$ cat src/rfsi_defines.vh
// register offsets, field positions, reset values and timing counts for the status block
`ifndef RFSI_DEFINES_VH
`define RFSI_DEFINES_VH

`define RFSI_ADDR_W          6
`define RFSI_OFF_CHIP_CTRL   6'h00
`define RFSI_OFF_PROTO_CTRL  6'h01
`define RFSI_OFF_SPECIAL     6'h10
`define RFSI_OFF_STATUS      6'h0C
`define RFSI_OFF_MASK        6'h0D
`define RFSI_OFF_COLPOS      6'h0E
`define RFSI_OFF_LEVEL       6'h0F

`define RFSI_BIT_TX          7
`define RFSI_BIT_RXSTART     6
`define RFSI_BIT_FIFO        5
`define RFSI_BIT_ERR1        4
`define RFSI_BIT_ERR2        3
`define RFSI_BIT_ERR3        2
`define RFSI_BIT_COL         1
`define RFSI_BIT_NORESP      0

`define RFSI_CHIP_SWAP_BIT   3
`define RFSI_PROTO_NOCRC_BIT 7
`define RFSI_SPEC_COL6_BIT   0
`define RFSI_LEVEL_OSC_BIT   6

`define RFSI_STATUS_RST      8'h00
`define RFSI_MASK_RST        6'h3E
`define RFSI_COLPOS_RST      10'h000

`define RFSI_OSC_SETTLE_NS   200000
`define RFSI_CLK_PERIOD_NS   4
`define RFSI_OSC_SETTLE_CYC  (`RFSI_OSC_SETTLE_NS / `RFSI_CLK_PERIOD_NS)

`endif

$ cat src/rfsi_status_irq.v
// status, interrupt mask, collision position and signal level registers of the rf front end
//
// The address-and-strobe port is this design's own decision.
`timescale 1ns/10ps
//
// Notes on behaviour
// - status clears at reset, disable, protocol write
// - status read clears it and drops irq
// - tx flag at start, irq at tx end
// - rx start flag at sof, irq at end
// - fifo flag for level events
// - crc error only when crc check enabled
// - parity bit3, framing bit2 in reader
// - collision when pulses exceed 6 or 7
// - no-response flag, also next slot ready
// - during tx only tx and fifo change
// - during rx only rx start changes
// - nfc: protocol error bit4, sdd bit3
// - nfc: rf field change on bit2
// - nfc: collision avoidance done on bit1
// - nfc: collision avoidance failed on bit0
// - mask enables reset to 0x3E
// - ten-bit collision position, clears on read
// - other protocols report error bit position
// - oscillator stable flag after 200 us
// - main/aux level fields, swap by chip bit
// - peak level latched, reset at tx start
// - each level is 3-bit code
//
`include "rfsi_defines.vh"

module rfsi_status_irq #(
    parameter OSC_SETTLE_CYC = `RFSI_OSC_SETTLE_CYC
) (
    input  wire        clk,
    input  wire        srst,
    input  wire        enable,
    input  wire [5:0]  reg_addr,
    input  wire [7:0]  reg_wdata,
    input  wire        reg_wr,
    input  wire        reg_rd,
    output reg  [7:0]  reg_rdata,
    output reg         irq,
    input  wire        nfc_mode,
    input  wire        type_a_mode,
    input  wire        tx_start,
    input  wire        tx_end,
    input  wire        rx_sof,
    input  wire        rx_end,
    input  wire        fifo_level_event,
    input  wire        crc_error,
    input  wire        protocol_error,
    input  wire        parity_error,
    input  wire        framing_error,
    input  wire [3:0]  subcarrier_pulses,
    input  wire        bit_period_end,
    input  wire        no_response_timeout,
    input  wire        next_slot_ready,
    input  wire        sdd_done,
    input  wire        field_change,
    input  wire        col_avoid_done,
    input  wire        col_avoid_fail,
    input  wire        error_event,
    input  wire [9:0]  error_bit_pos,
    input  wire [2:0]  main_receive_input,
    input  wire [2:0]  aux_receive_input,
    output reg         decoder_enable
);

////////////////////////////////////////////////////////////////////////////////

reg  [7:0]  status;
reg  [5:0]  mask;
reg  [9:0]  col_pos;
reg  [2:0]  main_level;
reg  [2:0]  aux_level;
reg         osc_ok;
reg  [17:0] osc_cnt;
reg         tx_busy;
reg         rx_busy;
reg         irq_pend;
reg  [7:0]  chip_ctrl;
reg  [7:0]  proto_ctrl;
reg  [7:0]  special;
reg  [7:0]  next_status;
reg  [7:0]  events;
reg  [7:0]  next_rdata;
reg         next_irq_pend;
reg         next_tx_busy;
reg         next_rx_busy;
reg  [2:0]  next_main_level;
reg  [2:0]  next_aux_level;
reg  [17:0] next_osc_cnt;
reg         next_osc_ok;
reg  [4:0]  rdr_ev;
reg  [4:0]  nfc_ev;
wire [2:0]  main_src;
wire [2:0]  aux_src;
wire [7:0]  level_view;
wire [7:0]  mask_view;

// last count of the settle counter, cut to the counter width on purpose
localparam [17:0] OSC_LAST = OSC_SETTLE_CYC - 1;
// phase masks: tx keeps tx and fifo bits, rx keeps only rx start
localparam [7:0]  TX_KEEP  = 8'hA0;
localparam [7:0]  RX_KEEP  = 8'h40;

// one register select, shared by every read and write strobe
function addr_is;
    input [5:0] a;
    input [5:0] off;
    begin
        addr_is = (a == off);
    end
endfunction

wire clr_all  = srst | ~enable;
wire proto_wr = reg_wr & addr_is(reg_addr, `RFSI_OFF_PROTO_CTRL);
wire chip_wr  = reg_wr & addr_is(reg_addr, `RFSI_OFF_CHIP_CTRL);
wire mask_wr  = reg_wr & addr_is(reg_addr, `RFSI_OFF_MASK);
wire spec_wr  = reg_wr & addr_is(reg_addr, `RFSI_OFF_SPECIAL);
wire stat_rd  = reg_rd & addr_is(reg_addr, `RFSI_OFF_STATUS);
wire mask_rd  = reg_rd & addr_is(reg_addr, `RFSI_OFF_MASK);
wire cpos_rd  = reg_rd & addr_is(reg_addr, `RFSI_OFF_COLPOS);
// phase end: the only point where tx and rx start may raise the line
wire phase_end  = (tx_busy & tx_end) | (rx_busy & rx_end);
wire idle_phase = ~tx_busy & ~rx_busy;
wire crc_on   = ~proto_ctrl[`RFSI_PROTO_NOCRC_BIT];
wire [3:0] col_limit = special[`RFSI_SPEC_COL6_BIT] ? 4'h6 : 4'h7;
wire col_hit  = type_a_mode & bit_period_end & (subcarrier_pulses > col_limit);

// maps a status bit to its enable; tx and rx start always interrupt
function en_of;
    input [2:0] b;
    input [5:0] m;
    begin
        if (b >= 3'h6)
            en_of = 1'b1;
        else
            en_of = m[b];
    end
endfunction

// picks the larger of two 3-bit level codes
function [2:0] peak3;
    input [2:0] a;
    input [2:0] b;
    begin
        peak3 = (a > b) ? a : b;
    end
endfunction

////////////////////////////////////////////////////////////////////////////////
// event sources per mode

// reader meanings of the low five status bits
always @* begin
    rdr_ev    = 5'h00;
    rdr_ev[4] = crc_error & crc_on;
    rdr_ev[3] = parity_error & type_a_mode;
    rdr_ev[2] = framing_error;
    rdr_ev[1] = col_hit;
    rdr_ev[0] = no_response_timeout | next_slot_ready;
end

// field and emulation meanings of the same bits
always @* begin
    nfc_ev    = 5'h00;
    nfc_ev[4] = protocol_error;
    nfc_ev[3] = sdd_done;
    nfc_ev[2] = field_change;
    nfc_ev[1] = col_avoid_done;
    nfc_ev[0] = col_avoid_fail;
end

// merged view, then gated by the active phase

always @* begin
    events = 8'h00;
    events[`RFSI_BIT_TX]      = tx_start;
    events[`RFSI_BIT_RXSTART] = rx_sof;
    events[`RFSI_BIT_FIFO]    = fifo_level_event;
    events[`RFSI_BIT_ERR1:`RFSI_BIT_NORESP] = nfc_mode ? nfc_ev : rdr_ev;
    // phase gating: tx touches only tx and fifo, rx only rx start
    if (tx_busy | tx_start)
        events = events & TX_KEEP;
    else if (rx_busy)
        events = events & RX_KEEP;
end

////////////////////////////////////////////////////////////////////////////////
// phase tracking; a running tx blocks a late rx start, but an rx sof in the tx start cycle still starts rx

always @* begin
    next_tx_busy = tx_busy;
    next_rx_busy = rx_busy;
    if (tx_start)
        next_tx_busy = 1'b1;
    else if (tx_end)
        next_tx_busy = 1'b0;
    if (rx_sof & ~tx_busy)
        next_rx_busy = 1'b1;
    else if (rx_end)
        next_rx_busy = 1'b0;
end

////////////////////////////////////////////////////////////////////////////////
// status register; a same-cycle event survives the read clear

integer i;

always @* begin
    next_status   = stat_rd ? `RFSI_STATUS_RST : status;
    next_status   = next_status | events;
    next_irq_pend = irq_pend & ~stat_rd;
    for (i = 0; i < 8; i = i + 1) begin
        // errors outside a phase raise at once, phase bits wait for phase end
        if (events[i] & (i < 6) & en_of(i[2:0], mask) & idle_phase)
            next_irq_pend = 1'b1;
    end
    if (phase_end)
        next_irq_pend = 1'b1;
    if (proto_wr) begin
        next_status   = `RFSI_STATUS_RST;
        next_irq_pend = 1'b0;
    end
end

always @(posedge clk) begin
    if (clr_all) begin
        status   <= `RFSI_STATUS_RST;
        irq_pend <= 1'b0;
        tx_busy  <= 1'b0;
        rx_busy  <= 1'b0;
    end else begin
        status   <= next_status;
        irq_pend <= next_irq_pend;
        tx_busy  <= next_tx_busy;
        rx_busy  <= next_rx_busy;
    end
end

////////////////////////////////////////////////////////////////////////////////
// configuration registers and collision position

always @(posedge clk) begin
    if (clr_all)
        mask <= `RFSI_MASK_RST;
    else if (mask_wr)
        mask <= reg_wdata[5:0];
end

always @(posedge clk) begin
    if (clr_all)
        chip_ctrl <= 8'h00;
    else if (chip_wr)
        chip_ctrl <= reg_wdata;
end

always @(posedge clk) begin
    if (clr_all)
        proto_ctrl <= 8'h00;
    else if (proto_wr)
        proto_ctrl <= reg_wdata;
end

always @(posedge clk) begin
    if (clr_all)
        special <= 8'h00;
    else if (spec_wr)
        special <= reg_wdata;
end

// capture wins over the read clear so no position is lost
always @(posedge clk) begin
    if (clr_all)
        col_pos <= `RFSI_COLPOS_RST;
    else if (col_hit & ~tx_busy & ~nfc_mode)
        col_pos <= error_bit_pos;
    else if (error_event & ~type_a_mode & ~nfc_mode)
        col_pos <= error_bit_pos;
    else if (cpos_rd)
        col_pos <= `RFSI_COLPOS_RST;
    else if (mask_rd)
        col_pos[9:8] <= 2'b00;
end

////////////////////////////////////////////////////////////////////////////////
// signal levels and oscillator settle

// swap routes which input feeds which field
assign main_src = chip_ctrl[`RFSI_CHIP_SWAP_BIT] ? aux_receive_input
                                                 : main_receive_input;
assign aux_src  = chip_ctrl[`RFSI_CHIP_SWAP_BIT] ? main_receive_input
                                                 : aux_receive_input;

// counter stops at the last count so it cannot wrap and drop the flag
always @* begin
    next_osc_cnt = osc_cnt;
    next_osc_ok  = osc_ok;
    if (osc_cnt >= OSC_LAST)
        next_osc_ok = 1'b1;
    else
        next_osc_cnt = osc_cnt + 18'h00001;
end

// peak hold: levels only rise during a reception, a tx start clears them
always @* begin
    next_main_level = main_level;
    next_aux_level  = aux_level;
    if (tx_start) begin
        next_main_level = 3'h0;
        next_aux_level  = 3'h0;
    end else if (rx_busy | rx_sof) begin
        next_main_level = peak3(main_level, main_src);
        next_aux_level  = peak3(aux_level, aux_src);
    end
end

always @(posedge clk) begin
    if (clr_all) begin
        main_level <= 3'h0;
        aux_level  <= 3'h0;
        osc_cnt    <= 18'h00000;
        osc_ok     <= 1'b0;
    end else begin
        main_level <= next_main_level;
        aux_level  <= next_aux_level;
        osc_cnt    <= next_osc_cnt;
        osc_ok     <= next_osc_ok;
    end
end

////////////////////////////////////////////////////////////////////////////////
// read port and outputs

assign mask_view  = {col_pos[9:8], mask};
assign level_view = {1'b0, osc_ok, aux_level, main_level};

always @* begin
    case (reg_addr)
        `RFSI_OFF_CHIP_CTRL:  next_rdata = chip_ctrl;
        `RFSI_OFF_PROTO_CTRL: next_rdata = proto_ctrl;
        `RFSI_OFF_SPECIAL:    next_rdata = special;
        `RFSI_OFF_STATUS:     next_rdata = status;
        `RFSI_OFF_MASK:       next_rdata = mask_view;
        `RFSI_OFF_COLPOS:     next_rdata = col_pos[7:0];
        `RFSI_OFF_LEVEL:      next_rdata = level_view;
        default:              next_rdata = 8'h00;
    endcase
end

// read data is zero outside the answer cycle so a stray sample reads nothing
always @(posedge clk) begin
    if (srst)
        reg_rdata <= 8'h00;
    else if (reg_rd)
        reg_rdata <= next_rdata;
    else
        reg_rdata <= 8'h00;
end

// line follows the pending flag; disable drops it at once
always @(posedge clk) begin
    if (srst)
        irq <= 1'b0;
    else
        irq <= next_irq_pend & enable;
end

// decoder goes quiet on the tx start cycle itself, not one cycle late
always @(posedge clk) begin
    if (srst)
        decoder_enable <= 1'b0;
    else
        decoder_enable <= enable & ~(tx_busy | tx_start);
end

endmodule

$ cat config.mk
export PLATFORM = sky130hd
export DESIGN_NAME = rfsi_status_irq
export DESIGN_NICKNAME = d
export VERILOG_FILES = /design/src/rfsi_status_irq.v
export VERILOG_INCLUDE_DIRS = /design/src /design/src/src
export SDC_FILE = /design/constraint.sdc
export NUM_CORES = 1
export LEC_CHECK = 0
export ABC_AREA = 1
export BUFFER_PORTS_ARGS = -buffer_cell sky130_fd_sc_hd__buf_2
export CAP_MARGIN = 15
export CORE_MARGIN = 1.5
export CORE_UTILIZATION = 50
export DETAILED_ROUTE_END_ITERATION = 10
export PLACE_DENSITY = 0.72
export REMOVE_ABC_BUFFERS = 1
export SLEW_MARGIN = 10
export SYNTH_ARGS = -nofsm -noshare
export SYNTH_HDL_FRONTEND = slang
export SYNTH_SLANG_ARGS = --single-unit
export TNS_END_PERCENT = 50
$ cat constraint.sdc
create_clock -name clk -period 2.9 [get_ports clk]
set_clock_uncertainty 0.15 [all_clocks]
set_input_delay 0.58 -clock clk [delete_from_list [all_inputs] [get_ports clk]]
set_output_delay 0.58 -clock clk [all_outputs]
set_load 0.005 [all_outputs]
Yosys cells after proc, flatten, opt, wreduce, memory -nomap -nowiden
Cells that the tools add are included.

operators by class
  bitwise operators = 51
  reduce and logical (&&, ||, !) cells = 10
  add/subtract/negate cells = 1
  multiplexer cells = 25
  eq/ne operators = 6
  order comparisons = 4

operator list
  kind                                                   count
  case mux 8 bit (7 select lines)                        1
  bitwise AND 1 bit                                      34
  two-way mux 8 bit                                      4
  == test 6 x 4 -> 1 bit, second input constant          4
  two-way mux 10 bit                                     2
  adder 18 x 1 -> 18 bit, second input constant          1
  >= comparator 18 x 16 -> 1 bit, second input constant  1
  two-way mux 1 bit                                      13
  inverter 1 bit                                         11
  OR 8 bit                                               1
  == test 6 x 1 -> 1 bit, second input constant          1
  == test 6 x 5 -> 1 bit, second input constant          1
  greater-than comparator 3 bit                          2
  zero test 6 bit                                        1
  two-way mux 3 bit                                      2
  OR reduction 2 bit                                     3
  two-way mux 5 bit                                      1
  OR 1 bit                                               5
  greater-than comparator 4 x 3 -> 1 bit                 1
  two-way mux 2 bit                                      2
  AND reduction 2 bit                                    2
  nonzero test 2 bit                                     2
  nonzero test 4 bit                                     1
  nonzero test 3 bit                                     1

word-level totals
  flip-flop bits (word level) = 86
  output and inout port bits = 10
  word-level logic and storage cells = 114

Depth between registers and ports, before layout
  word-level depth = 17
  mapped depth = 11

Worst setup path before layout
No wires, ideal clock.

  path kind = reg2reg
  start = register chip_ctrl[3]
  end = register aux_level[0]
  path slack = 854 ps
  setup time = 74 ps
  path buffers = 1
  cell stages (with the launch flop) = 9
  arrival = 1822 ps
  period minus slack after synthesis = 2046 ps
  path through = dfxtp_1 -> clkbuf_1 -> mux2i_1 -> ha_1 -> a21oi_1 -> o21ai_0 -> a21oi_1 -> o21ai_0 -> a31oi_1

between the ends
  longest elaborated chain between the ends = 4

ends and longest elaborated chain
  element                               RTL line               text
  start: declaration                    rfsi_status_irq.v:82   reg [7:0] chip_ctrl;
  start signal: assignment              rfsi_status_irq.v:257  chip_ctrl <= reg_wdata;
  two-way mux 3 bit (*)                 rfsi_status_irq.v:294  assign aux_src = chip_ctrl[`RFSI_CHIP_SWAP_BIT] ? main_receive_input
  greater-than comparator 3 bit         rfsi_status_irq.v:149  peak3 = (a > b) ? a : b;
  inverter 1 bit (no source line)       --
  AND reduction 2 bit (no source line)  --
  end signal: assignment                rfsi_status_irq.v:328  aux_level <= next_aux_level;
  end: declaration                      rfsi_status_irq.v:76   reg [2:0] aux_level;

Mark *: on every way between the ends. The rest lies on a longest branch, timed or not.
A chain may end at the register's enable or synchronous reset.

Final worst setup path
  start = register chip_ctrl[3]
  end = register aux_level[0]

between the ends
  longest elaborated chain between the ends = 4

ends and longest elaborated chain
  element                               RTL line               text
  two-way mux 3 bit (*)                 rfsi_status_irq.v:294
  net aux_src[0]                        rfsi_status_irq.v:98   wire [2:0] aux_src;
  greater-than comparator 3 bit         rfsi_status_irq.v:149
  inverter 1 bit (no source line)       --
  AND reduction 2 bit (no source line)  --

The timed path passes the listed nets; every way through them passes the cells marked *.

==> impl_metrics.py <==
metrics = {
    "placed_design": {
        "place_congestion": 0.8937,
        "dp.final_hpwl_mm": 8.143,
        "place_ws_ns": 0.6562,
        "io_buffers": 67,
    },
    "cells_and_area": {
        "final_common_cell": "nand2_1",
        "multi_input_area_sq_um": 2192,
        "diodes": 0,
        "regArea_sq_um": 1722,
        "fill_cells": 809,
        "drive_gt1_share_pct": 18.62,
        "layout_common_cells": "118 x nand2_1, 86 x dfxtp_1, 72 x a21oi_1, 67 x buf_2, 61 x inv_1",
        "fin_nets": 727,
        "syn2layout_area_growth_pct": 14.20,
    },
    "die": {
        "dieHeight_um": 95.63,
        "ios": 68,
        "rows": 33,
        "core-area_sq_um": 8258,
        "start_util_pct": 51.95,
        "fp.dieArea_sq_um": 9145,
        "die_w_um": 95.63,
    },
    "setup_path": {
        "critPathMostFrequentCell": "o21ai_0",
        "endpoint_kind": "register",
        "slowest_delay_ns": 0.58,
        "cp-start-kind": "register",
        "critPathArrivalTime_ns": 2.40,
        "cpMaxStageDelayCell": "dfxtp_1",
        "crit_fanout": 9,
        "critical_path_required_ns": 3.03,
        "path_cells": "inv_1 -> nand2_1 -> o21ai_0 -> ha_1 -> nand3_1 -> a21oi_1 -> o21ai_0 -> a31oi_1",
        "critical_path_class": "reg2reg",
    },
    "sta": {
        "fmax_mhz": 442.2,
        "max_slew_margin_pct": 42.87,
        "fin_setup_tns_ns": 0,
        "rsz0062_at_grt": "no",
        "tightest_slew_ns": 0.8561,
        "hold_violations": 0,
        "min_period_over_period_pct": 77.99,
        "final-setup-viol-count": 0,
        "whs_ns": 0.2813,
        "finalCriticalPeriod_ns": 2.262,
        "finalMaxSlewViolations": 0,
        "postLayoutSetupSlackWorst_ns": 0.6384,
    },
    "route": {
        "drtIter0Drc": 157,
        "vias": 4061,
        "met1_length_mm": 5.124,
        "wl_per_cell_um": 13.96,
        "ant_nets": 0,
        "wl_met2_mm": 5.022,
        "highest_layer": "met4",
        "routed_via_density": 5.267,
        "drt-pass1-iter-count": 4,
        "route.detailed.drc": 0,
        "wl_met3_um": 465,
        "wl_mm": 10.76,
    },
    "clock_tree": {
        "clk_pin_slew_ns": 0.09,
        "numCtsBuffers": 9,
        "cts_max_level": 3,
        "post-cts-setup-buffer-count": 0,
        "cts_resized": 0,
        "cts_tree": "done",
        "clockBufferDepth": 2,
        "cts_hold_buf": 0,
        "insertion_delay_ns": 0.36,
        "cts_num_sinks": 86,
        "cts-root-buf": "clkbuf_8",
    },
    "yosys": {
        "synthTopCellsByArea": "dfxtp_1 40%, nand2_1 10%, a21oi_1 8.4%, inv_1 5.3%, nand3_1 5.1%",
        "ys.flop_type": "dfxtp_1",
        "synth_area_per_cell_sq_um": 7.199,
        "synth_area_sq_um": 4290,
        "synth_async_sr_flop_share_pct": 0,
        "ys_seq_elements": 86,
        "synthesis.instances": 596,
        "synth_cell_type_count": 39,
        "synth.largest_area_cell": "dfxtp_1",
        "synth_edf_count": 0,
        "ys_warn_count": 0,
        "synth_seq_area_share_pct": 40.13,
        "yosys.area.top_type_share_pct": 40.13,
    },
    "global_routing": {
        "grt_max_degree": 36,
        "grt_use_total_pct": 24.98,
        "antenna_found_initial": 0,
        "grt_pass1_vias": 3870,
        "grt_pass1_wl_mm": 17.78,
        "grt_overflow_total": 0,
    },
    "run_status": {
        "status": "complete, no violations",
    },
    "hold_path": {
        "hp-class": "in2reg",
    },
    "pwr": {
        "leakage_nw": 1.993,
        "peakVddDrop_uv": 253.6,
        "power.density_nw_per_um2": 469.2,
        "finalPower_mw": 2.299,
    },
    "flow_run": {
        "drv_cap": 0,
    },
}
-- synthesized netlist by cell type, types with 3 or more instances --
cell	n
a21oi_1	72
a31oi_1	5
buf_4	3
buf_6	3
clkbuf_1	7
dfxtp_1	86
ha_1	8
inv_1	61
inv_2	12
mux2i_1	4
nand2_1	118
nand2_2	4
nand3_1	44
nand3_4	3
nand4_1	16
nor2_1	53
nor2_2	4
nor2_4	6
nor3_1	7
o21ai_0	29
o21ai_1	22
o22ai_1	3
xor2_1	7
-- worst paths after layout --
| check | from | endpoint | slack (ns) | cells past startpoint |
|---|---|---|---|---|
| max reg2reg | chip_ctrl[3] | aux_level[0] | 0.64 | 8 |
| max | chip_ctrl[3] | aux_level[0] | 0.64 | 8 |
| min reg2reg | osc_cnt[17] | osc_cnt[17] | 0.30 | 2 |
| min | tx_end | tx_busy | 0.28 | 2 |
-- layer usage --
layer,vias to the layer above,track usage (%)
met3,13,5.183
li1,2104,-
met4,0,7.843
met1,1867,33.45
met5,-,0
met2,77,40.08
-- worst max-delay path: cells and delay by family, from the launching register on --
kind,cells,cell delay (ns)
AO/OA/AOI/OAI,4,0.75
flip-flops,1,0.58
adder cells (fa/ha/maj),1,0.31
AND/OR/NAND/NOR,2,0.21
buffers and inverters,1,0.20
-- registers in the layout, summed over array words and instances, names as in the netlist --
| register | flops |
|---|---|
| chip_ctrl | 8 |
| en_of.m | 6 |
| osc_cnt | 18 |
| status | 8 |
| irq | 1 |
| col_pos | 10 |
| irq_pend | 1 |
| rx_busy | 1 |
| main_level | 3 |
| aux_level | 3 |
| special | 8 |
| proto_ctrl | 8 |
| decoder_enable | 1 |
| reg_rdata | 8 |
| tx_busy | 1 |
| osc_ok | 1 |
-- logic make-up after synthesis --
logic type	count (synthesis)	synth area share (%)
buffers and inverters	90	8.778
and+or+nand+nor	264	29.75
muxes	4	0.9333
xor gates and xnor gates	8	1.633
adders and majority gates	8	2.333
DFF	86	40.13
AOI/OAI and AO/OA	136	16.45
-- report_power, final --
| group | total [mW] | switching [mW] | internal [mW] |
|---|---|---|---|
| clock network | 0.896 | 0.444 | 0.453 |
| logic | 0.195 | 0.123 | 0.0716 |
| registers | 1.21 | 0.0108 | 1.20 |
| total | 2.30 | 0.578 | 1.72 |
-- stage by stage --
stage	std cells	instance area, sq um	util (%)
2_1_floorplan	580	4194	-
3_3_place_gp	755	4683	56.71
3_5_place_dp	755	4683	56.71
4_1_cts	771	4900	59.33
5_1_grt	771	4900	59.33
6_report	771	4900	59.33
-- cell type report --
| type | instances | area share (%) |
|---|---|---|
| Inverter | 74 | 5.720 |
| Clock inverter | 5 | 1.328 |
| Clock buffer | 11 | 3.090 |
| Multi-Input combinational cell | 420 | 44.74 |
| Tap cell | 105 | 2.681 |
| Timing Repair Buffer | 70 | 7.303 |
| Sequential cell | 86 | 35.14 |
Note: power is estimated with default switching activity, not from simulation.
